### src/rtl/sci_pkg.sv
// Package of constants and types for the string compare increment unit
package sci_pkg;
    localparam int          SCI_AW           = 16;
    localparam int          SCI_DW           = 16;
    localparam logic [15:0] SCI_STEP_BYTE    = 16'h0001;
    localparam logic [15:0] SCI_STEP_WORD    = 16'h0002;
    localparam logic [15:0] SCI_TALLY_ONE    = 16'h0001;
    localparam logic [16:0] SCI_WORD_MAX_CNT = 17'h08000;
    // Cycle figures of the instruction, in CPU clocks
    localparam int          SCI_RPT_BASE_CYC = 11;
    localparam int          SCI_RPT_ELEM_CYC = 14;
    localparam int          SCI_STEP_CYC     = 25;
    localparam int          SCI_IRQ_CYC      = 7;
    localparam logic [4:0]  SCI_RPT_BASE_CNT = 5'(SCI_RPT_BASE_CYC);
    localparam logic [4:0]  SCI_RPT_ELEM_CNT = 5'(SCI_RPT_ELEM_CYC);
    localparam logic [4:0]  SCI_STEP_CNT     = 5'(SCI_STEP_CYC);
    localparam logic [4:0]  SCI_IRQ_CNT      = 5'(SCI_IRQ_CYC);
    // Opcode select
    typedef enum logic [1:0] {
        SCI_OP_STEP_WORD,
        SCI_OP_STEP_BYTE,
        SCI_OP_RPT_WORD,
        SCI_OP_RPT_BYTE
    } sci_op_e;
    // Condition codes
    localparam logic [3:0] SCI_CC_NEVER = 4'h0;
    localparam logic [3:0] SCI_CC_LT    = 4'h1;
    localparam logic [3:0] SCI_CC_LE    = 4'h2;
    localparam logic [3:0] SCI_CC_ULE   = 4'h3;
    localparam logic [3:0] SCI_CC_OV    = 4'h4;
    localparam logic [3:0] SCI_CC_MI    = 4'h5;
    localparam logic [3:0] SCI_CC_EQ    = 4'h6;
    localparam logic [3:0] SCI_CC_ULT   = 4'h7;
    localparam logic [3:0] SCI_CC_ALWAYS= 4'h8;
    localparam logic [3:0] SCI_CC_GE    = 4'h9;
    localparam logic [3:0] SCI_CC_GT    = 4'ha;
    localparam logic [3:0] SCI_CC_UGT   = 4'hb;
    localparam logic [3:0] SCI_CC_NOV   = 4'hc;
    localparam logic [3:0] SCI_CC_PL    = 4'hd;
    localparam logic [3:0] SCI_CC_NE    = 4'he;
    localparam logic [3:0] SCI_CC_UGE   = 4'hf;
endpackage : sci_pkg

### src/rtl/sci_string_compare.sv
// Execution unit for the incrementing string compare instructions
//
// Overview of operation
// - Read source and destination elements, subtract source from destination, never write memory.
// - Set match flag when the compare meets the selected condition, else clear it.
// - Advance both pointers by one for bytes, by two for words.
// - Decrement the tally index by exactly one after each compare.
// - Count zero flag set when the decremented tally is zero, else cleared.
// - Repeat form loops until condition met or decremented tally reaches zero.
// - Repeat supports 1 to 65536 bytes or 32768 words; software limits word tally.
// - Repeat form takes 11 cycles plus 14 per element, interrupts excluded.
// - Repeat form takes interrupts between iterations, saving the instruction start address.
// - Each accepted interrupt adds seven cycles to the execution time.
// - Operands come through pointer registers; counter is a named word register.
// - Carry and sign undefined; decimal adjust and half carry flags left unchanged.
`timescale 1ns/1ps
module sci_string_compare
    import sci_pkg::*;
(
    // Clock and reset
    input  wire logic        clk_i,
    input  wire logic        rst_i,
    // Instruction issue
    input  wire logic        start_i,
    input  wire logic [1:0]  opcode_i,
    input  wire logic [3:0]  condition_code_i,
    input  wire logic [15:0] instr_pc_i,
    input  wire logic [15:0] dst_ptr_i,
    input  wire logic [15:0] src_ptr_i,
    input  wire logic [15:0] tally_index_i,
    input  wire logic        carry_flag_i,
    input  wire logic        sign_flag_i,
    input  wire logic        decimal_flag_i,
    input  wire logic        half_carry_flag_i,
    // Interrupt request
    input  wire logic        irq_req_i,
    // Memory read port
    output logic             mem_rd_o,
    output logic [15:0]      mem_addr_o,
    output logic             mem_byte_o,
    input  wire logic        mem_ack_i,
    input  wire logic [15:0] mem_rdata_i,
    // Results
    output logic             busy_o,
    output logic             done_o,
    output logic             irq_taken_o,
    output logic [15:0]      saved_pc_o,
    output logic [15:0]      dst_ptr_o,
    output logic [15:0]      src_ptr_o,
    output logic [15:0]      tally_index_o,
    output logic             match_flag_o,
    output logic             count_zero_flag_o,
    output logic             carry_flag_o,
    output logic             sign_flag_o,
    output logic             decimal_flag_o,
    output logic             half_carry_flag_o
);
    typedef enum logic [2:0] {
        SCI_IDLE,
        SCI_SETUP,
        SCI_RD_SRC,
        SCI_RD_DST,
        SCI_EVAL,
        SCI_PAD,
        SCI_IRQ
    } sci_state_e;

    sci_state_e  state_reg;
    logic        rpt_reg;
    logic        byte_reg;
    logic [3:0]  cc_reg;
    logic [15:0] src_val_reg;
    logic [15:0] dst_val_reg;
    logic        cond_true;
    logic [15:0] step;
    logic [15:0] tally_next;
    logic        tmr_load;
    logic [4:0]  tmr_count;
    logic        tmr_done;
    logic        stop_loop;
    logic        elem_seen_reg;

    assign step       = byte_reg ? SCI_STEP_BYTE : SCI_STEP_WORD;
    assign tally_next = tally_index_o - SCI_TALLY_ONE;
    // Tally is already decremented once the pad phase is reached
    assign stop_loop  = cond_true | (tally_index_o == 16'h0000);

    sci_cond_eval u_cond (
        .dst_val_i        (dst_val_reg),
        .src_val_i        (src_val_reg),
        .size_byte_i      (byte_reg),
        .condition_code_i (cc_reg),
        .cond_true_o      (cond_true)
    );

    // Timer lengths: repeat base, per element, interrupt, step total
    always_comb begin
        tmr_load  = 1'b0;
        tmr_count = SCI_RPT_ELEM_CNT;
        if (state_reg == SCI_IDLE && start_i) begin
            tmr_load  = 1'b1;
            tmr_count = (opcode_i[1]) ? SCI_RPT_BASE_CNT : SCI_STEP_CNT;
        end else if (state_reg == SCI_SETUP && tmr_done) begin
            tmr_load  = 1'b1;
            tmr_count = SCI_RPT_ELEM_CNT;
        end else if (state_reg == SCI_PAD && tmr_done && rpt_reg && !stop_loop) begin
            tmr_load  = 1'b1;
            tmr_count = irq_req_i ? SCI_IRQ_CNT : SCI_RPT_ELEM_CNT;
        end else if (state_reg == SCI_IRQ && tmr_done) begin
            tmr_load  = 1'b1;
            tmr_count = SCI_RPT_ELEM_CNT;
        end
    end

    sci_cycle_timer u_tmr (
        .clk_i   (clk_i),
        .rst_i   (rst_i),
        .load_i  (tmr_load),
        .count_i (tmr_count),
        .done_o  (tmr_done)
    );

    // Sequencer
    always_ff @(posedge clk_i) begin
        if (rst_i) begin
            state_reg <= SCI_IDLE;
        end else begin
            unique case (state_reg)
                SCI_IDLE: if (start_i) begin
                    state_reg <= opcode_i[1] ? SCI_SETUP : SCI_RD_SRC;
                end
                SCI_SETUP: if (tmr_done) begin
                    state_reg <= SCI_RD_SRC;
                end
                SCI_RD_SRC: if (mem_ack_i) begin
                    state_reg <= SCI_RD_DST;
                end
                SCI_RD_DST: if (mem_ack_i) begin
                    state_reg <= SCI_EVAL;
                end
                SCI_EVAL: state_reg <= SCI_PAD;
                SCI_PAD: if (tmr_done) begin
                    if (!rpt_reg || stop_loop) begin
                        state_reg <= SCI_IDLE;
                    end else if (irq_req_i) begin
                        state_reg <= SCI_IRQ;
                    end else begin
                        state_reg <= SCI_RD_SRC;
                    end
                end
                SCI_IRQ: if (tmr_done) begin
                    state_reg <= SCI_RD_SRC;
                end
            endcase
        end
    end

    // Instruction latch
    always_ff @(posedge clk_i) begin
        if (rst_i) begin
            rpt_reg  <= 1'b0;
            byte_reg <= 1'b0;
            cc_reg   <= 4'h0;
        end else if (state_reg == SCI_IDLE && start_i) begin
            rpt_reg  <= opcode_i[1];
            byte_reg <= (opcode_i == SCI_OP_STEP_BYTE) | (opcode_i == SCI_OP_RPT_BYTE);
            cc_reg   <= condition_code_i;
        end
    end

    // Pointer and counter registers, taken from the named general registers
    always_ff @(posedge clk_i) begin
        if (rst_i) begin
            dst_ptr_o     <= 16'h0000;
            src_ptr_o     <= 16'h0000;
            tally_index_o <= 16'h0000;
        end else if (state_reg == SCI_IDLE && start_i) begin
            dst_ptr_o     <= dst_ptr_i;
            src_ptr_o     <= src_ptr_i;
            tally_index_o <= tally_index_i;
        end else if (state_reg == SCI_EVAL) begin
            dst_ptr_o     <= dst_ptr_o + step;
            src_ptr_o     <= src_ptr_o + step;
            tally_index_o <= tally_next;
        end
    end

    // Operand capture, read only
    always_ff @(posedge clk_i) begin
        if (rst_i) begin
            src_val_reg <= 16'h0000;
            dst_val_reg <= 16'h0000;
        end else if (state_reg == SCI_RD_SRC && mem_ack_i) begin
            src_val_reg <= mem_rdata_i;
        end else if (state_reg == SCI_RD_DST && mem_ack_i) begin
            dst_val_reg <= mem_rdata_i;
        end
    end

    // Memory read requests; there is no write path
    always_ff @(posedge clk_i) begin
        if (rst_i) begin
            mem_rd_o   <= 1'b0;
            mem_addr_o <= 16'h0000;
            mem_byte_o <= 1'b0;
        end else begin
            mem_byte_o <= byte_reg;
            if ((state_reg == SCI_RD_SRC || state_reg == SCI_RD_DST) && !mem_ack_i) begin
                mem_rd_o   <= 1'b1;
                mem_addr_o <= (state_reg == SCI_RD_SRC) ? src_ptr_o : dst_ptr_o;
            end else if (state_reg == SCI_RD_SRC && mem_ack_i) begin
                mem_rd_o   <= 1'b1;
                mem_addr_o <= dst_ptr_o;
            end else begin
                mem_rd_o   <= 1'b0;
            end
        end
    end

    // Flags
    always_ff @(posedge clk_i) begin
        if (rst_i) begin
            match_flag_o      <= 1'b0;
            count_zero_flag_o <= 1'b0;
            carry_flag_o      <= 1'b0;
            sign_flag_o       <= 1'b0;
            decimal_flag_o    <= 1'b0;
            half_carry_flag_o <= 1'b0;
        end else if (state_reg == SCI_IDLE && start_i) begin
            carry_flag_o      <= carry_flag_i;
            sign_flag_o       <= sign_flag_i;
            decimal_flag_o    <= decimal_flag_i;
            half_carry_flag_o <= half_carry_flag_i;
        end else if (state_reg == SCI_EVAL) begin
            match_flag_o      <= cond_true;
            count_zero_flag_o <= (tally_next == 16'h0000);
        end
    end

    // Status and interrupt save
    always_ff @(posedge clk_i) begin
        if (rst_i) begin
            busy_o        <= 1'b0;
            done_o        <= 1'b0;
            irq_taken_o   <= 1'b0;
            saved_pc_o    <= 16'h0000;
            elem_seen_reg <= 1'b0;
        end else begin
            done_o      <= (state_reg == SCI_PAD) && tmr_done && (!rpt_reg || stop_loop);
            irq_taken_o <= (state_reg == SCI_PAD) && tmr_done && rpt_reg && !stop_loop
                           && irq_req_i;
            if (state_reg == SCI_IDLE && start_i) begin
                busy_o        <= 1'b1;
                saved_pc_o    <= instr_pc_i;
                elem_seen_reg <= 1'b0;
            end else if (state_reg == SCI_PAD && tmr_done && (!rpt_reg || stop_loop)) begin
                busy_o <= 1'b0;
            end
            if (state_reg == SCI_EVAL) begin
                elem_seen_reg <= 1'b1;
            end
        end
    end

    // Assertions
    property p_step_bump;
        @(posedge clk_i) disable iff (rst_i)
        state_reg == SCI_EVAL |=> src_ptr_o == $past(src_ptr_o) + (byte_reg ? 16'h0001 : 16'h0002);
    endproperty
    a_step_bump: assert property (p_step_bump) else $error("pointer step wrong");

    property p_tally_dec;
        @(posedge clk_i) disable iff (rst_i)
        state_reg == SCI_EVAL |=> tally_index_o == $past(tally_index_o) - 16'h0001;
    endproperty
    a_tally_dec: assert property (p_tally_dec) else $error("tally not decremented");

    property p_zero_flag;
        @(posedge clk_i) disable iff (rst_i)
        $past(state_reg == SCI_EVAL) |-> count_zero_flag_o == (tally_index_o == 16'h0000);
    endproperty
    a_zero_flag: assert property (p_zero_flag) else $error("count zero flag wrong");

    property p_match;
        @(posedge clk_i) disable iff (rst_i)
        state_reg == SCI_EVAL |=> match_flag_o == $past(cond_true);
    endproperty
    a_match: assert property (p_match) else $error("match flag wrong");

    property p_stop;
        @(posedge clk_i) disable iff (rst_i)
        (state_reg == SCI_PAD && tmr_done && rpt_reg && !stop_loop) |=> state_reg != SCI_IDLE;
    endproperty
    a_stop: assert property (p_stop) else $error("repeat ended early");

    property p_step_once;
        @(posedge clk_i) disable iff (rst_i)
        (state_reg == SCI_PAD && tmr_done && !rpt_reg) |=> state_reg == SCI_IDLE && done_o;
    endproperty
    a_step_once: assert property (p_step_once) else $error("step form did not finish");

    property p_irq_len;
        @(posedge clk_i) disable iff (rst_i)
        $rose(state_reg == SCI_IRQ) |-> (state_reg == SCI_IRQ) [*7] ##1 state_reg == SCI_RD_SRC;
    endproperty
    a_irq_len: assert property (p_irq_len) else $error("interrupt slot not seven");

    property p_irq_pc;
        @(posedge clk_i) disable iff (rst_i)
        irq_taken_o |-> busy_o && saved_pc_o == $past(saved_pc_o) && elem_seen_reg;
    endproperty
    a_irq_pc: assert property (p_irq_pc) else $error("saved pc disturbed");

    property p_no_mem_in_pad;
        @(posedge clk_i) disable iff (rst_i)
        state_reg == SCI_PAD |-> ##1 !mem_rd_o;
    endproperty
    a_no_mem_in_pad: assert property (p_no_mem_in_pad) else $error("read outside fetch");
endmodule : sci_string_compare

### src/rtl/sci_cond_eval.sv
// Subtraction of two elements and condition code evaluation
`timescale 1ns/1ps
module sci_cond_eval
    import sci_pkg::*;
(
    // Operands
    input  wire logic [15:0] dst_val_i,
    input  wire logic [15:0] src_val_i,
    input  wire logic        size_byte_i,
    input  wire logic [3:0]  condition_code_i,
    // Result
    output logic             cond_true_o
);
    logic [16:0] diff;
    logic        c_f;
    logic        z_f;
    logic        s_f;
    logic        v_f;
    logic [7:0]  db;

    always_comb begin
        diff = 17'h00000;
        db   = 8'h00;
        if (size_byte_i) begin
            diff = {8'h00, 1'b0, dst_val_i[7:0]} - {8'h00, 1'b0, src_val_i[7:0]};
            db   = diff[7:0];
            c_f  = diff[8];
            z_f  = (db == 8'h00);
            s_f  = db[7];
            v_f  = (dst_val_i[7] ^ src_val_i[7]) & (dst_val_i[7] ^ db[7]);
        end else begin
            diff = {1'b0, dst_val_i} - {1'b0, src_val_i};
            c_f  = diff[16];
            z_f  = (diff[15:0] == 16'h0000);
            s_f  = diff[15];
            v_f  = (dst_val_i[15] ^ src_val_i[15]) & (dst_val_i[15] ^ diff[15]);
        end
    end

    always_comb begin
        unique case (condition_code_i)
            SCI_CC_NEVER:  cond_true_o = 1'b0;
            SCI_CC_LT:     cond_true_o = s_f ^ v_f;
            SCI_CC_LE:     cond_true_o = z_f | (s_f ^ v_f);
            SCI_CC_ULE:    cond_true_o = c_f | z_f;
            SCI_CC_OV:     cond_true_o = v_f;
            SCI_CC_MI:     cond_true_o = s_f;
            SCI_CC_EQ:     cond_true_o = z_f;
            SCI_CC_ULT:    cond_true_o = c_f;
            SCI_CC_ALWAYS: cond_true_o = 1'b1;
            SCI_CC_GE:     cond_true_o = ~(s_f ^ v_f);
            SCI_CC_GT:     cond_true_o = ~(z_f | (s_f ^ v_f));
            SCI_CC_UGT:    cond_true_o = ~(c_f | z_f);
            SCI_CC_NOV:    cond_true_o = ~v_f;
            SCI_CC_PL:     cond_true_o = ~s_f;
            SCI_CC_NE:     cond_true_o = ~z_f;
            SCI_CC_UGE:    cond_true_o = ~c_f;
        endcase
    end
endmodule : sci_cond_eval

### src/rtl/sci_cycle_timer.sv
// Down counter that stretches a phase to a fixed number of cycles
`timescale 1ns/1ps
module sci_cycle_timer
    import sci_pkg::*;
(
    // Clock and reset
    input  wire logic       clk_i,
    input  wire logic       rst_i,
    // Control
    input  wire logic       load_i,
    input  wire logic [4:0] count_i,
    // Status
    output logic            done_o
);
    logic [4:0] cnt_reg;

    always_ff @(posedge clk_i) begin
        if (rst_i) begin
            cnt_reg <= 5'h00;
        end else if (load_i) begin
            cnt_reg <= count_i - 5'h01;
        end else if (cnt_reg != 5'h00) begin
            cnt_reg <= cnt_reg - 5'h01;
        end
    end

    // A load of N keeps the phase for exactly N cycles, load cycle excluded
    assign done_o = (cnt_reg == 5'h00);
endmodule : sci_cycle_timer

### config.mk
export PLATFORM = sky130hd
export DESIGN_NAME = sci_string_compare
export DESIGN_NICKNAME = d
export VERILOG_FILES = /design/src/rtl/sci_pkg.sv /design/src/rtl/sci_string_compare.sv /design/src/rtl/sci_cond_eval.sv /design/src/rtl/sci_cycle_timer.sv
export SDC_FILE = /design/constraint.sdc
export NUM_CORES = 1
export LEC_CHECK = 0
export BUFFER_PORTS_ARGS = -buffer_cell sky130_fd_sc_hd__buf_2
export CAP_MARGIN = 10
export CELL_PAD_IN_SITES_DETAIL_PLACEMENT = 1
export CELL_PAD_IN_SITES_GLOBAL_PLACEMENT = 1
export CORE_MARGIN = 5
export CORE_UTILIZATION = 39
export CTS_CLUSTER_DIAMETER = 100
export DETAILED_ROUTE_END_ITERATION = 8
export HOLD_SLACK_MARGIN = 0.03
export PLACE_DENSITY = 0.77
export SLEW_MARGIN = 20
export SYNTH_ARGS = -nofsm -noshare
export SYNTH_HDL_FRONTEND = slang
export SYNTH_SLANG_ARGS = --single-unit
### constraint.sdc
create_clock -name clk_i -period 4.7 [get_ports clk_i]
set_input_delay 0.705 -clock clk_i [delete_from_list [all_inputs] [get_ports clk_i]]
set_output_delay 0.705 -clock clk_i [all_outputs]
set_load 0.01 [all_outputs]
==> results of run 1 <==
cells in the mapped netlist, drive strengths merged, types with 6 or more instances:
library cell and number:
mux2i 17, nand2b 14, ha 23, o21a 9, a2111oi 7, o21ai 24
clkbuf 50, and3 16, nand4 10, nor2b 14, nor3 20, nor2 102
a221oi 9, or3 6, dfxtp 137, nand2 158, a211oi 48, xor2 25
inv 30, nand3 38, a21oi 105, nor4 6, xnor2 6, o211ai 6
buf 6
final cells by class:
class                      instances  share of cell area, %
timing repair buffer             198                   10.9
sequential                       137                   29.3
tap                              265                   3.54
inverter                          31                   1.24
multi-input combinational        747                   49.0
antenna                            1                 0.0267
clock inverter                    12                   1.11
clock buffer                      20                   4.87
power by group through the flow:
| stage | logic, mW | registers (mW) | clock network (mW) |
|---|---|---|---|
| 2_1_floorplan | 1.58 | 1.71 | 0 |
| 3_3_place_gp | 2.26 | 1.70 | 0 |
| 3_5_place_dp | 2.31 | 1.71 | 0 |
| 4_1_cts | 2.32 | 1.69 | 1.32 |
| 5_1_grt | 2.64 | 1.73 | 1.36 |
| 6_report | 2.39 | 1.69 | 1.30 |
logic make-up after synthesis:
family / Yosys count / synth area share (%)
simple gates: 408 / 24.8
compound gates: 265 / 24.3
flops: 137 / 36.0
buf+inv: 87 / 4.44
xor+xnor: 31 / 3.57
fa+ha+maj: 26 / 4.57
mux: 17 / 2.23
worst max-delay path by stage:
stage / from / endpoint / slack (ns) / cells after the start
4_1_cts: dst_val_reg[0]$_SDFFE_PP0P_ / u_tmr.cnt_reg[4]$_SDFFE_PP0P_ / 0.29 / 19
2_1_floorplan: dst_val_reg[0]$_SDFFE_PP0P_ / u_tmr.cnt_reg[4]$_SDFFE_PP0P_ / 0.73 / 18
3_5_place_dp: dst_val_reg[0]$_SDFFE_PP0P_ / u_tmr.cnt_reg[4]$_SDFFE_PP0P_ / 0.31 / 19
3_3_place_gp: dst_val_reg[0]$_SDFFE_PP0P_ / u_tmr.cnt_reg[4]$_SDFFE_PP0P_ / 0.46 / 19
5_1_grt: dst_val_reg[0]$_SDFFE_PP0P_ / u_tmr.cnt_reg[4]$_SDFFE_PP0P_ / 0.06 / 19
6_report: dst_val_reg[0]$_SDFFE_PP0P_ / u_tmr.cnt_reg[4]$_SDFFE_PP0P_ / 0.36 / 19
metal layers:
layer	GRT usage, %	vias to the layer above
met5	0	-
li1	-	3804
met3	6.90	32
met2	37.8	182
met1	26.8	3755
met4	5.99	4
metrics by stage:
stage	power [mW]	hold slack (ns)	area [um^2]	utilization, %
floorplan	3.28	0.436	7610	-
global placement	3.96	0.439	8750	45.3
detailed placement	4.01	0.447	8750	45.3
CTS	5.33	0.455	9320	48.2
global route	5.73	0.477	9370	48.5
finish	5.37	0.452	9370	48.5
timing repair:
| item | in CTS | in global routing |
|---|---|---|
| setup buffers | 0 | 2 |
| resized for setup | 0 | 8 |
| endpoints found under the setup margin | 0 | 2 |
| hold endpoints to repair | 0 | 0 |
worst register-to-register path: stages (launching register included):
cell and delay [ns]:
sky130_fd_sc_hd__dfxtp_1 0.33, sky130_fd_sc_hd__inv_1 0.05, sky130_fd_sc_hd__ha_1 0.21, sky130_fd_sc_hd__fa_1 0.40, sky130_fd_sc_hd__nand2b_1 0.19, sky130_fd_sc_hd__a211o_4 0.37, sky130_fd_sc_hd__a2111o_1 0.45, sky130_fd_sc_hd__and3_1 0.23
sky130_fd_sc_hd__o21ai_1 0.14, sky130_fd_sc_hd__a21boi_0 0.10, sky130_fd_sc_hd__a2111oi_1 0.39, sky130_fd_sc_hd__and4b_2 0.35, sky130_fd_sc_hd__nand4_1 0.16, sky130_fd_sc_hd__a31o_2 0.29, sky130_fd_sc_hd__ha_2 0.20, sky130_fd_sc_hd__a21oi_1 0.14
sky130_fd_sc_hd__a31oi_1 0.05, sky130_fd_sc_hd__nor2_1 0.10, sky130_fd_sc_hd__nor2_1 0.05, sky130_fd_sc_hd__nor2_1 0.08
==> summary.md, run 1 <==
| Metric | Value |
|---|---|
| Slew headroom | 42.9% |
| Total CTS buffers | 17 |
| Min cycle time layout | 4.34 ns |
| Result of the run | complete, no violations |
| Ordered cell list for the critical path | inv_1 > ha_1 > fa_1 > nand2b_1 > a211o_4 > a2111o_1 > and3_1 > o21ai_1 > a21boi_0 > a2111oi_1 > and4b_2 > nand4_1 > a31o_2 > ha_2 > a21oi_1 > a31oi_1 > nor2_1 > nor2_1 > nor2_1 |
| Horiz. Die Dim | 150 um |
| Die height | 150 um |
| Post-synthesis sequential area ratio | 36.0% |
| Worst r2r dst | u_tmr.cnt_reg[4]$_SDFFE_PP0P_ |
| TritonCTS clock tree | done |
| Share of total power consumed by net switching | 42.6% |
| Slowest cell on the critical path | sky130_fd_sc_hd__a2111o_1 |
| Internal cell power | 3.08 mW |
| Area enclosed by the die boundary | 0.0224 mm^2 |
| Detailed Routing Iterations Pass 1 | 5 |
| Number of max-slew violations in the final report | 0 |
| Proportion of power drawn by combinational gates | 44.4% |
| Synthesized area divided by synthesized cell count | 7.84 um^2 |
| Setup-violating endpoint count in the final report | 0 |
| Proportion of power drawn by flip-flops and latches | 31.4% |
| Area of the core region | 0.0193 mm^2 |
| Worst Reg-to-Reg Cells | 19 |
| Gp weighted congestion | 0.890 |
| Switching power of the nets | 2.29 mW |
| Largest net degree at the start of global routing | 73 |
| Number of placement rows | 51 |
| Via count | 7,777 |
| I/O pin count | 186 |
| Count of fill cells added during filler insertion | 2,397 |
| Arrival time of data at the critical path endpoint | 4.70 ns |
| Unrepaired setup endpoints after global routing | no |
| Critical Path Max Stage Delay | 0.45 ns |
| Largest area contributor in the netlist | sky130_fd_sc_hd__dfxtp_1 |
| H-tree level count | 4 |
| Category of the worst setup path capture point | flip-flop |
| Grt ovf | 0 |
| Worst Hold End | saved_pc_o[7]$_SDFFE_PP0P_ |
| Final clock skew | 0.0154 ns |
| Antenna violation net count after detailed routing | 0 |
| First-pass GRT wire length | 40.2 mm |
| Non-filler instance count after layout | 1,411 |
| Startpoint of the lowest-slack register-to-register path | dst_val_reg[0]$_SDFFE_PP0P_ |
| Asr flop ratio synth | 0% |
| Overall global routing resource usage | 22.1% |
| Number of nets in the synthesized netlist | 1,092 |
| Kind of critical path | flip-flop to flip-flop |
| EDFF count, synth | 0 |
| Distinct cells, synth | 76 |
| Most common library cell in the layout ignoring fill and taps | sky130_fd_sc_hd__buf_2 |
| Worst supply voltage drop on vdd | 0.260 mV |
| Post-Synthesis Cell Area | 0.00761 mm^2 |
| Clock transition at the register clock pins on the worst setup and hold paths after CTS | 0.07 ns |
| Cts hold-fix bufs | 0 |
| Violation count after the first detailed-routing iteration | 315 |
| Kind of path behind the tightest hold check | flip-flop to flip-flop |
| Cell family with the largest share of critical-path delay | compound AO/OA/AOI/OAI gates |
| Max Root-Sink Buffers | 2 |
| Number of max-cap violations | 0 |
| Most repeated library cell on the critical path | sky130_fd_sc_hd__nor2_1 |
| Critical path buffer and inverter count | 1 |
| Total length of routed met2 wires | 12.3 mm |
| Clock net sink count | 137 |
| Synthesis-stage register bit count | 137 |
| Vias per inst | 5.51 |
| Clock latency reported for the late side of the worst-skew pair | 0.43 ns |
| Most used cells in the layout excluding fill and tap cells | 184 x sky130_fd_sc_hd__buf_2, 157 x sky130_fd_sc_hd__nand2_1, 137 x sky130_fd_sc_hd__dfxtp_1, 101 x sky130_fd_sc_hd__nor2_1, 101 x sky130_fd_sc_hd__a21oi_1 |
| Highest Clock Rate | 230 MHz |
| Wire length reported by the detailed router | 25.0 mm |
| Startpoint of the lowest-slack hold path | saved_pc_o[7]$_SDFFE_PP0P_ |
| Highest routing layer actually used | met5 |
| Clock Root Buffer | sky130_fd_sc_hd__clkbuf_16 |
| Per-cell routed wire length | 17.7 um |
| Pwr dens | 573 mW/mm^2 |
| Cell count of the worst hold path | 2 |
| Fraction of layout instances using a drive strength above 1 | 22.8% |
| Number of buffer cells added on primary ports | 185 |
| Number of design rule violations left after detail routing | 0 |
| Total area of multi-input combinational cells | 0.00459 mm^2 |
| Minimum setup slack among reg-to-reg paths | 0.36 ns |
| Initial antenna violation count | 2 |
| Layout overhead on the synthesized area | 23.1% |
| Fin Setup TNS | 0 ns |
| Fin. Hold Viols | 0 |
| Leading post-synthesis cells by cell area | sky130_fd_sc_hd__dfxtp_1 36%, sky130_fd_sc_hd__nand2_1 7.7%, sky130_fd_sc_hd__a21oi_1 6.7%, sky130_fd_sc_hd__nor2_1 5.0%, sky130_fd_sc_hd__a211oi_1 4.5% |
| Leakage power of the design | 3.84 nW |
| HPWL Detailed | 18.1 mm |
| Reg area | 0.00274 mm^2 |
| Synthesized instance count | 971 |
| M1 wire length | 10.7 mm |
| Number of nets in the layout | 1,253 |
| Post-route worst setup slack | 0.358 ns |
| Clock network power share | 24.1% |
| Worst slack at placement | 0.314 ns |
| Largest fanout on the critical path | 7 |
| Sum of met3 wire segment lengths after detailed routing | 1.57 mm |
| Share of the clock period used by the worst path | 92.4% |
| Post-synth top flop | sky130_fd_sc_hd__dfxtp_1 |
| YS warnings | 0 |
| Initial Util | 39.4% |
| Required @ worst endpoint | 5.06 ns |
| Placed cell count | 1,376 |
| Slew @ Worst Pin | 0.854 ns |
| Startpoint class of the critical path | flip-flop |
| Area share of the largest cell type after synthesis | 36.0% |
| Vias in the first global route | 7,973 |
(Power assumes the default switching activity.)
==> inputs of run 2 (changes only) <==
- ABC_AREA: default -> 1
- CORE_UTILIZATION: 39 -> 38
- PLACE_DENSITY: 0.77 -> 0.78
==> run 2 against run 1 <==
Synthesized area is 3.4% higher; global-route usage is 1.3 points higher; critical endpoint unchanged; setup slack better by 0.71 ns; non-clock buffer count is 2 lower; sequential share of layout area is 0.81 points lower; sequential cell count stayed put.
==> summary.md, run 2 <==
| Metric | Value |
|---|---|
| Slowest cell on the critical path | sky130_fd_sc_hd__fa_1 |
| Proportion of power drawn by combinational gates | 48.2% (+3.8 points) |
| Highest Clock Rate | 275 MHz (+20%) |
| Share of the clock period used by the worst path | 77.3% (-15 points) |
| Grt ovf | 0 (unchanged) |
| Horiz. Die Dim | 154 um (+2.8%) |
| Fin Setup TNS | 0 ns (unchanged) |
| Pwr dens | 616 mW/mm^2 (+7.6%) |
| Fin. Hold Viols | 0 (unchanged) |
| Asr flop ratio synth | 0% (unchanged) |
| TritonCTS clock tree | done |
| Largest fanout on the critical path | 6 (-1) |
| Required @ worst endpoint | 5.01 ns (-0.05 ns) |
| Number of nets in the synthesized netlist | 1,322 (+21%) |
| Die height | 154 um (+2.8%) |
| Critical Path Max Stage Delay | 0.41 ns (-0.04 ns) |
| Antenna violation net count after detailed routing | 0 (unchanged) |
| Kind of critical path | flip-flop to flip-flop |
| Leakage power of the design | 4.58 nW (+19%) |
| Clock transition at the register clock pins on the worst setup and hold paths after CTS | 0.06 ns (about the same) |
| EDFF count, synth | 0 (unchanged) |
| Number of design rule violations left after detail routing | 0 (unchanged) |
| Vias per inst | 5.14 (-6.7%) |
| Worst supply voltage drop on vdd | 0.235 mV (-9.8%) |
| Reg area | 0.00274 mm^2 (unchanged) |
| Worst Reg-to-Reg Cells | 28 (+9) |
| Synthesized area divided by synthesized cell count | 6.56 um^2 (-16%) |
| Largest area contributor in the netlist | sky130_fd_sc_hd__dfxtp_1 |
| Clock network power share | 23.2% (-0.9 points) |
| Post-synth top flop | sky130_fd_sc_hd__dfxtp_1 |
| Result of the run | complete, no violations |
| Cell types with the highest counts after synthesis | 295 x sky130_fd_sc_hd__nand2_1, 137 x sky130_fd_sc_hd__dfxtp_1, 136 x sky130_fd_sc_hd__nor2_1 |
| Layout overhead on the synthesized area | 22.4% |
| Total CTS buffers | 17 (unchanged) |
| Initial antenna violation count | 4 (+2) |
| Startpoint class of the critical path | flip-flop |
| First-pass GRT wire length | 45.4 mm (+13%) |
| I/O pin count | 186 (unchanged) |
| Distinct cells, synth | 45 (-41%) |
| Unrepaired setup endpoints after global routing | no |
| Area enclosed by the die boundary | 0.0237 mm^2 (+5.7%) |
| Kind of path behind the tightest hold check | flip-flop to flip-flop |
| Detailed Routing Iterations Pass 1 | 5 (unchanged) |
| Power, Total | 5.94 mW (+11%) |
| Vias in the first global route | 9,103 (+14%) |
| Most repeated library cell on the critical path | sky130_fd_sc_hd__nand2_1 |
| Count of fill cells added during filler insertion | 2,792 (+16%) |
| Number of buffer cells added on primary ports | 185 (unchanged) |
| Switching power of the nets | 2.70 mW (+18%) |
| Number of max-cap violations | 0 (unchanged) |
| Share of the core filled with cells in the final layout | 47.5% (-0.98 points) |
| Fraction of layout instances using a drive strength above 1 | 20.8% (-2.0 points) |
| Min cycle time layout | 3.63 ns (-0.711 ns) |
| Cts hold-fix bufs | 0 (unchanged) |
| Area share of the largest cell type after synthesis | 34.8% (-1.2 points) |
| Clock latency reported for the late side of the worst-skew pair | 0.44 ns (about the same) |
| Most used cells in the layout excluding fill and tap cells | 295 x sky130_fd_sc_hd__nand2_1, 185 x sky130_fd_sc_hd__buf_2, 137 x sky130_fd_sc_hd__dfxtp_1, 134 x sky130_fd_sc_hd__inv_1, 134 x sky130_fd_sc_hd__nor2_1 |
| Clock Root Buffer | sky130_fd_sc_hd__clkbuf_16 |
| Number of placement rows | 52 (+2.0%) |
| YS warnings | 0 (unchanged) |
| Clock net sink count | 137 (unchanged) |
| Per-cell routed wire length | 16.8 um (-5.4%) |
| Wire length reported by the detailed router | 27.7 mm (+11%) |
| Post-synthesis sequential area ratio | 34.8% (-1.2 points) |
| Leading post-synthesis cells by cell area | sky130_fd_sc_hd__dfxtp_1 35%, sky130_fd_sc_hd__nand2_1 14%, sky130_fd_sc_hd__nor2_1 6.5%, sky130_fd_sc_hd__inv_1 6.4%, sky130_fd_sc_hd__o21ai_0 6.1% |
| Largest net degree at the start of global routing | 54 (-26%) |
| Overall global routing resource usage | 23.3% (+1.3 points) |
| Gp weighted congestion | 0.854 (-4.0%) |
| Most common library cell in the layout ignoring fill and taps | sky130_fd_sc_hd__nand2_1 |
| Most common cell in the synthesized netlist | sky130_fd_sc_hd__nand2_1 |
| Violation count after the first detailed-routing iteration | 289 (-8.3%) |
| HPWL Detailed | 20.0 mm (+10%) |
| Internal cell power | 3.24 mW (+5.0%) |
| Slew headroom | 35.3% (-7.6 points) |
| H-tree level count | 4 (unchanged) |
| Arrival time of data at the critical path endpoint | 3.94 ns (-0.76 ns) |
| Synthesized instance count | 1,201 (+24%) |
| Via count | 8,482 (+9.1%) |
| Share of total power consumed by net switching | 45.5% (+2.9 points) |
| Post-CTS Setup Inserts | 0 (unchanged) |
| Initial Util | 38.8% (-0.58 points) |
| Non-filler instance count after layout | 1,650 (+17%) |
| Cell count of the worst hold path | 2 (unchanged) |
| Post-CTS resize count | 0 (unchanged) |
| Total area of multi-input combinational cells | 0.00440 mm^2 (-4.2%) |
| Slew @ Worst Pin | 0.970 ns (+0.116 ns) |
| Post-Synthesis Cell Area | 0.00788 mm^2 (+3.4%) |
| Placed cell count | 1,616 (+17%) |
| Area of the core region | 0.0203 mm^2 (+5.0%) |
| Number of nets in the layout | 1,486 (+19%) |
| Category of the worst setup path capture point | flip-flop |
| Synthesis-stage register bit count | 137 (unchanged) |
| Max Root-Sink Buffers | 2 (unchanged) |
| Number of max-slew violations in the final report | 0 (unchanged) |
| Setup-violating endpoint count in the final report | 0 (unchanged) |
| Minimum setup slack among reg-to-reg paths | 1.07 ns (+0.71 ns) |
| Final clock skew | 0.0131 ns (-0.00223 ns) |
| Proportion of power drawn by flip-flops and latches | 28.6% (-2.8 points) |
## run 2: power groups by stage
stage / clock network (mW) / registers (mW) / logic, mW
4_1_cts: 1.41 / 1.70 / 2.87
3_5_place_dp: 0 / 1.72 / 2.85
5_1_grt: 1.46 / 1.74 / 3.24
2_1_floorplan: 0 / 1.75 / 1.93
3_3_place_gp: 0 / 1.71 / 2.77
6_report: 1.38 / 1.70 / 2.86
## run 2: cell type report
type	count	share of cell area [%]
Antenna cell	2	0.0519
Clock buffer	20	4.74
Clock inverter	12	1.44
Inverter	147	5.72
Multi-Input combinational cell	866	45.6
Sequential cell	137	28.4
Tap cell	270	3.50
Timing Repair Buffer	196	10.5
## run 2: kinds of logic (layout without fill, tap and decap cells)
| logic type | count (synthesis) | count (layout) | share of synthesized area (%) |
|---|---|---|---|
| buf+inv | 198 | 375 | 9.44 |
| other cells | 0 | 2 | 0 |
| flops | 137 | 137 | 34.8 |
| compound gates | 217 | 217 | 15.3 |
| fa+ha+maj | 26 | 26 | 4.42 |
| xor+xnor | 21 | 21 | 2.43 |
| simple gates | 602 | 602 | 33.6 |
## run 2: worst max-delay path, delay by kind of cell (launching register included)
| kind | cells | cell delay, ns |
|---|---|---|
| adder cells (fa/ha/maj) | 3 | 0.78 |
| AND/OR/NAND/NOR | 21 | 2.18 |
| flip-flops | 1 | 0.31 |
| buffers and inverters | 3 | 0.22 |
| AO/OA/AOI/OAI | 1 | 0.05 |
## run 2: path summary, 6_finish.rpt
path,startpoint,end
max,dst_val_reg[0]$_SDFFE_PP0P_,u_tmr.cnt_reg[4]$_SDFFE_PP0P_
min reg2reg,src_val_reg[2]$_SDFFE_PP0P_,src_val_reg[2]$_SDFFE_PP0P_
max reg2reg,dst_val_reg[0]$_SDFFE_PP0P_,u_tmr.cnt_reg[4]$_SDFFE_PP0P_
min,src_val_reg[2]$_SDFFE_PP0P_,src_val_reg[2]$_SDFFE_PP0P_
## run 2: per-layer routing
layer  wire length [um]  part of all wire (%)  track usage (%)
met1              12000                    43             27.7
met2              13500                    49             40.8
met3               1260                   4.5             5.65
met4                876                   3.2             8.62
met5                 19                 0.069                0
## run 2: per-stage QoR
| stage | worst slack (ns) | hold slack (ns) | area, um^2 |
|---|---|---|---|
| after detailed placement | 1.12 | 0.460 | 9040 |
| after global routing | 0.658 | 0.479 | 9640 |
| after CTS | 1.05 | 0.468 | 9640 |
| after floorplan | 1.57 | 0.433 | 7880 |
| final | 1.07 | 0.464 | 9640 |
| after global placement | 1.32 | 0.444 | 9040 |
==> inputs of run 3 (changes only) <==
- clock period: 4.7 -> 3.4 ns (I/O delays scaled with it)
==> run 3 against run 2 <==
Die area is the same; hold slack got worse by 0.17 ns; sequential share of layout area is 1.2 points lower; first-iteration DRC count grew 12%; clock power up 40%; fmax is 7.4% higher; utilization increased by 2.0 points; clock skew grew 0.00067 ns; global-route usage rose by 0.34 points; count of clock-buffer cells in the layout fell by 1; sequential power up 38%; routed wire length grew 3.5%; largest power group unchanged.
==> summary.md, run 3 (synthesis results as in run 2) <==
| Metric | Value |
|---|---|
| Gp weighted congestion | 0.879 (+3.0%) |
| Initial antenna violation count | 2 (-2) |
| Category of the worst setup path capture point | flip-flop |
| Clock Root Buffer | sky130_fd_sc_hd__clkbuf_16 |
| Area enclosed by the die boundary | 0.0237 mm^2 (unchanged) |
| First-pass GRT wire length | 45.9 mm (+1.1%) |
| Vias in the first global route | 9,027 (-0.83%) |
| I/O pin count | 186 (unchanged) |
| Initial Util | 38.8% (unchanged) |
| Result of the run | complete, no violations |
| Finished Cell Area | 0.0101 mm^2 (+4.3%) |
| Final-layout worst hold slack | 0.296 ns (-0.168 ns) |
| Violation count after the first detailed-routing iteration | 323 (+12%) |
| Antenna violation net count after detailed routing | 0 (unchanged) |
| Total CTS buffers | 17 (unchanged) |
| Fraction of layout instances using a drive strength above 1 | 25.4% (+4.6 points) |
| Arrival time of data at the critical path endpoint | 3.70 ns (-0.24 ns) |
| Layout overhead on the synthesized area | 27.7% |
| Cell area reported after detailed placement | 0.00908 mm^2 (+0.44%) |
| Number of buffer cells added on primary ports | 185 (unchanged) |
| Post-route worst setup slack | 0.0195 ns (-1.05 ns) |
| Via count | 8,618 (+1.6%) |
| Die height | 154 um (unchanged) |
| TritonCTS clock tree | done |
| Number of design rule violations left after detail routing | 0 (unchanged) |
| Pwr dens | 864 mW/mm^2 (+40%) |
| Required @ worst endpoint | 3.72 ns (-1.29 ns) |
| Most used cells in the layout excluding fill and tap cells | 280 x sky130_fd_sc_hd__nand2_1, 185 x sky130_fd_sc_hd__buf_2, 135 x sky130_fd_sc_hd__dfxtp_1, 129 x sky130_fd_sc_hd__inv_1, 127 x sky130_fd_sc_hd__nor2_1 |
| Area of the core region | 0.0203 mm^2 (unchanged) |
| Most common library cell in the layout ignoring fill and taps | sky130_fd_sc_hd__nand2_1 |
| Startpoint class of the critical path | flip-flop |
| Number of max-cap violations | 0 (unchanged) |
| H-tree level count | 4 (unchanged) |
| Horiz. Die Dim | 154 um (unchanged) |
| Detailed Routing Iterations Pass 1 | 5 (unchanged) |
| Number of max-slew violations in the final report | 0 (unchanged) |
| Per-cell routed wire length | 17.2 um (+2.6%) |
| Vias per inst | 5.18 (+0.75%) |
| Highest Clock Rate | 296 MHz (+7.4%) |
| Grt ovf | 0 (unchanged) |
| Max Root-Sink Buffers | 2 (unchanged) |
| Clock net sink count | 137 (unchanged) |
| Unrepaired setup endpoints after global routing | yes |
| Kind of critical path | flip-flop to flip-flop |
| Kind of path behind the tightest hold check | input port to flip-flop |
| Fin. Hold Viols | 0 (unchanged) |
| Overall global routing resource usage | 23.7% (+0.34 points) |
| Final clock skew | 0.0138 ns (+0.000674 ns) |
| Slew headroom | 41.2% (+6.0 points) |
| Largest net degree at the start of global routing | 54 (unchanged) |
| Slew @ Worst Pin | 0.880 ns (-0.0895 ns) |
| Number of placement rows | 52 (unchanged) |
| Number of nets in the layout | 1,500 (+0.94%) |
| Setup-violating endpoint count in the final report | 0 (unchanged) |
| HPWL Detailed | 20.2 mm (+1.0%) |
| Clock transition at the register clock pins on the worst setup and hold paths after CTS | 0.06 ns (about the same) |
| Count of fill cells added during filler insertion | 2,741 (-1.8%) |
| Wire length reported by the detailed router | 28.7 mm (+3.5%) |
| Leakage power of the design | 4.67 nW (+2.0%) |
| Share of the core filled with cells in the final layout | 49.5% (+2.0 points) |
| Power, Total | 8.69 mW (+46%) |
| Largest fanout on the critical path | 5 (-1) |
| Worst slack at placement | -0.103 ns (-1.23 ns) |
| Worst supply voltage drop on vdd | 0.428 mV (+82%) |
| Min cycle time layout | 3.38 ns (-0.251 ns) |
| Clock latency reported for the late side of the worst-skew pair | 0.44 ns (about the same) |
| Share of the clock period used by the worst path | 99.4% (+22 points) |
[run 3: layer usage]
metal / wire, um / vias up / track usage, %
li1: - / 4262 / -
met1: 12200 / 4122 / 27.4
met2: 14400 / 186 / 42.4
met3: 1490 / 46 / 6.60
met4: 596 / 2 / 6.98
met5: 7 / - / 0
[run 3: final timing paths]
kind	start	end	slack [ns]	cells after the start
worst max-delay path	dst_val_reg[0]$_SDFFE_PP0P_	u_tmr.cnt_reg[4]$_SDFFE_PP0P_	0.02	25
worst min-delay path	instr_pc_i[2]	saved_pc_o[2]$_SDFFE_PP0P_	0.30	3
worst max register to register	dst_val_reg[0]$_SDFFE_PP0P_	u_tmr.cnt_reg[4]$_SDFFE_PP0P_	0.02	25
worst min register to register	src_val_reg[11]$_SDFFE_PP0P_	src_val_reg[11]$_SDFFE_PP0P_	0.47	2
[run 3: cell type report]
cell class / count / area (um^2) / share of cell area (%)
Antenna cell: 2 / 5.00 / 0.0498
Clock buffer: 19 / 433 / 4.31
Clock inverter: 13 / 161 / 1.61
Inverter: 147 / 552 / 5.49
Multi-Input combinational cell: 866 / 4700 / 46.8
Sequential cell: 137 / 2750 / 27.3
Tap cell: 270 / 338 / 3.36
Timing Repair Buffer: 210 / 1120 / 11.1
[run 3: repair_timing]
item                       in CTS  in global routing
hold buffers                    0                  0
gates resized for setup        17                 55
buffers inserted                2                  7
pin swaps                      10                 21
setup endpoints to repair       2                  5
[run 3: worst max-delay path: stages, from the launching register on]
cell,delay [ns]
sky130_fd_sc_hd__dfxtp_2,0.32
sky130_fd_sc_hd__inv_2,0.05
sky130_fd_sc_hd__ha_4,0.16
sky130_fd_sc_hd__fa_2,0.56
sky130_fd_sc_hd__nand2_1,0.06
sky130_fd_sc_hd__a21oi_1,0.11
sky130_fd_sc_hd__o21ai_1,0.08
sky130_fd_sc_hd__nor2_1,0.17
sky130_fd_sc_hd__buf_4,0.14
sky130_fd_sc_hd__nand4_1,0.08
sky130_fd_sc_hd__nor2_2,0.12
sky130_fd_sc_hd__nand2_2,0.09
sky130_fd_sc_hd__nand2_1,0.07
sky130_fd_sc_hd__nand3b_1,0.13
sky130_fd_sc_hd__nor2_4,0.17
sky130_fd_sc_hd__nand4_4,0.12
sky130_fd_sc_hd__buf_6,0.17
sky130_fd_sc_hd__nand3_1,0.09
sky130_fd_sc_hd__nand2_2,0.08
sky130_fd_sc_hd__inv_2,0.07
sky130_fd_sc_hd__ha_4,0.14
sky130_fd_sc_hd__inv_2,0.05
sky130_fd_sc_hd__nor2_4,0.08
sky130_fd_sc_hd__nand2_1,0.05
sky130_fd_sc_hd__nand2_1,0.05
sky130_fd_sc_hd__a21oi_1,0.05
[run 3: per-stage QoR]
step           TNS (ns)  instances
2_1_floorplan         0       1201
3_3_place_gp          0       1621
3_5_place_dp     -0.104       1621
4_1_cts               0       1655
5_1_grt          -0.440       1663
6_report              0       1664
[run 3: report_power, final]
group | switching (mW) | total [mW] | internal (mW) | leakage (nW)
registers | 0.347 | 2.34 | 2.00 | 1.12
logic | 2.84 | 4.42 | 1.58 | 3.26
clock network | 0.823 | 1.93 | 1.11 | 0.285
total | 4.01 | 8.69 | 4.68 | 4.67
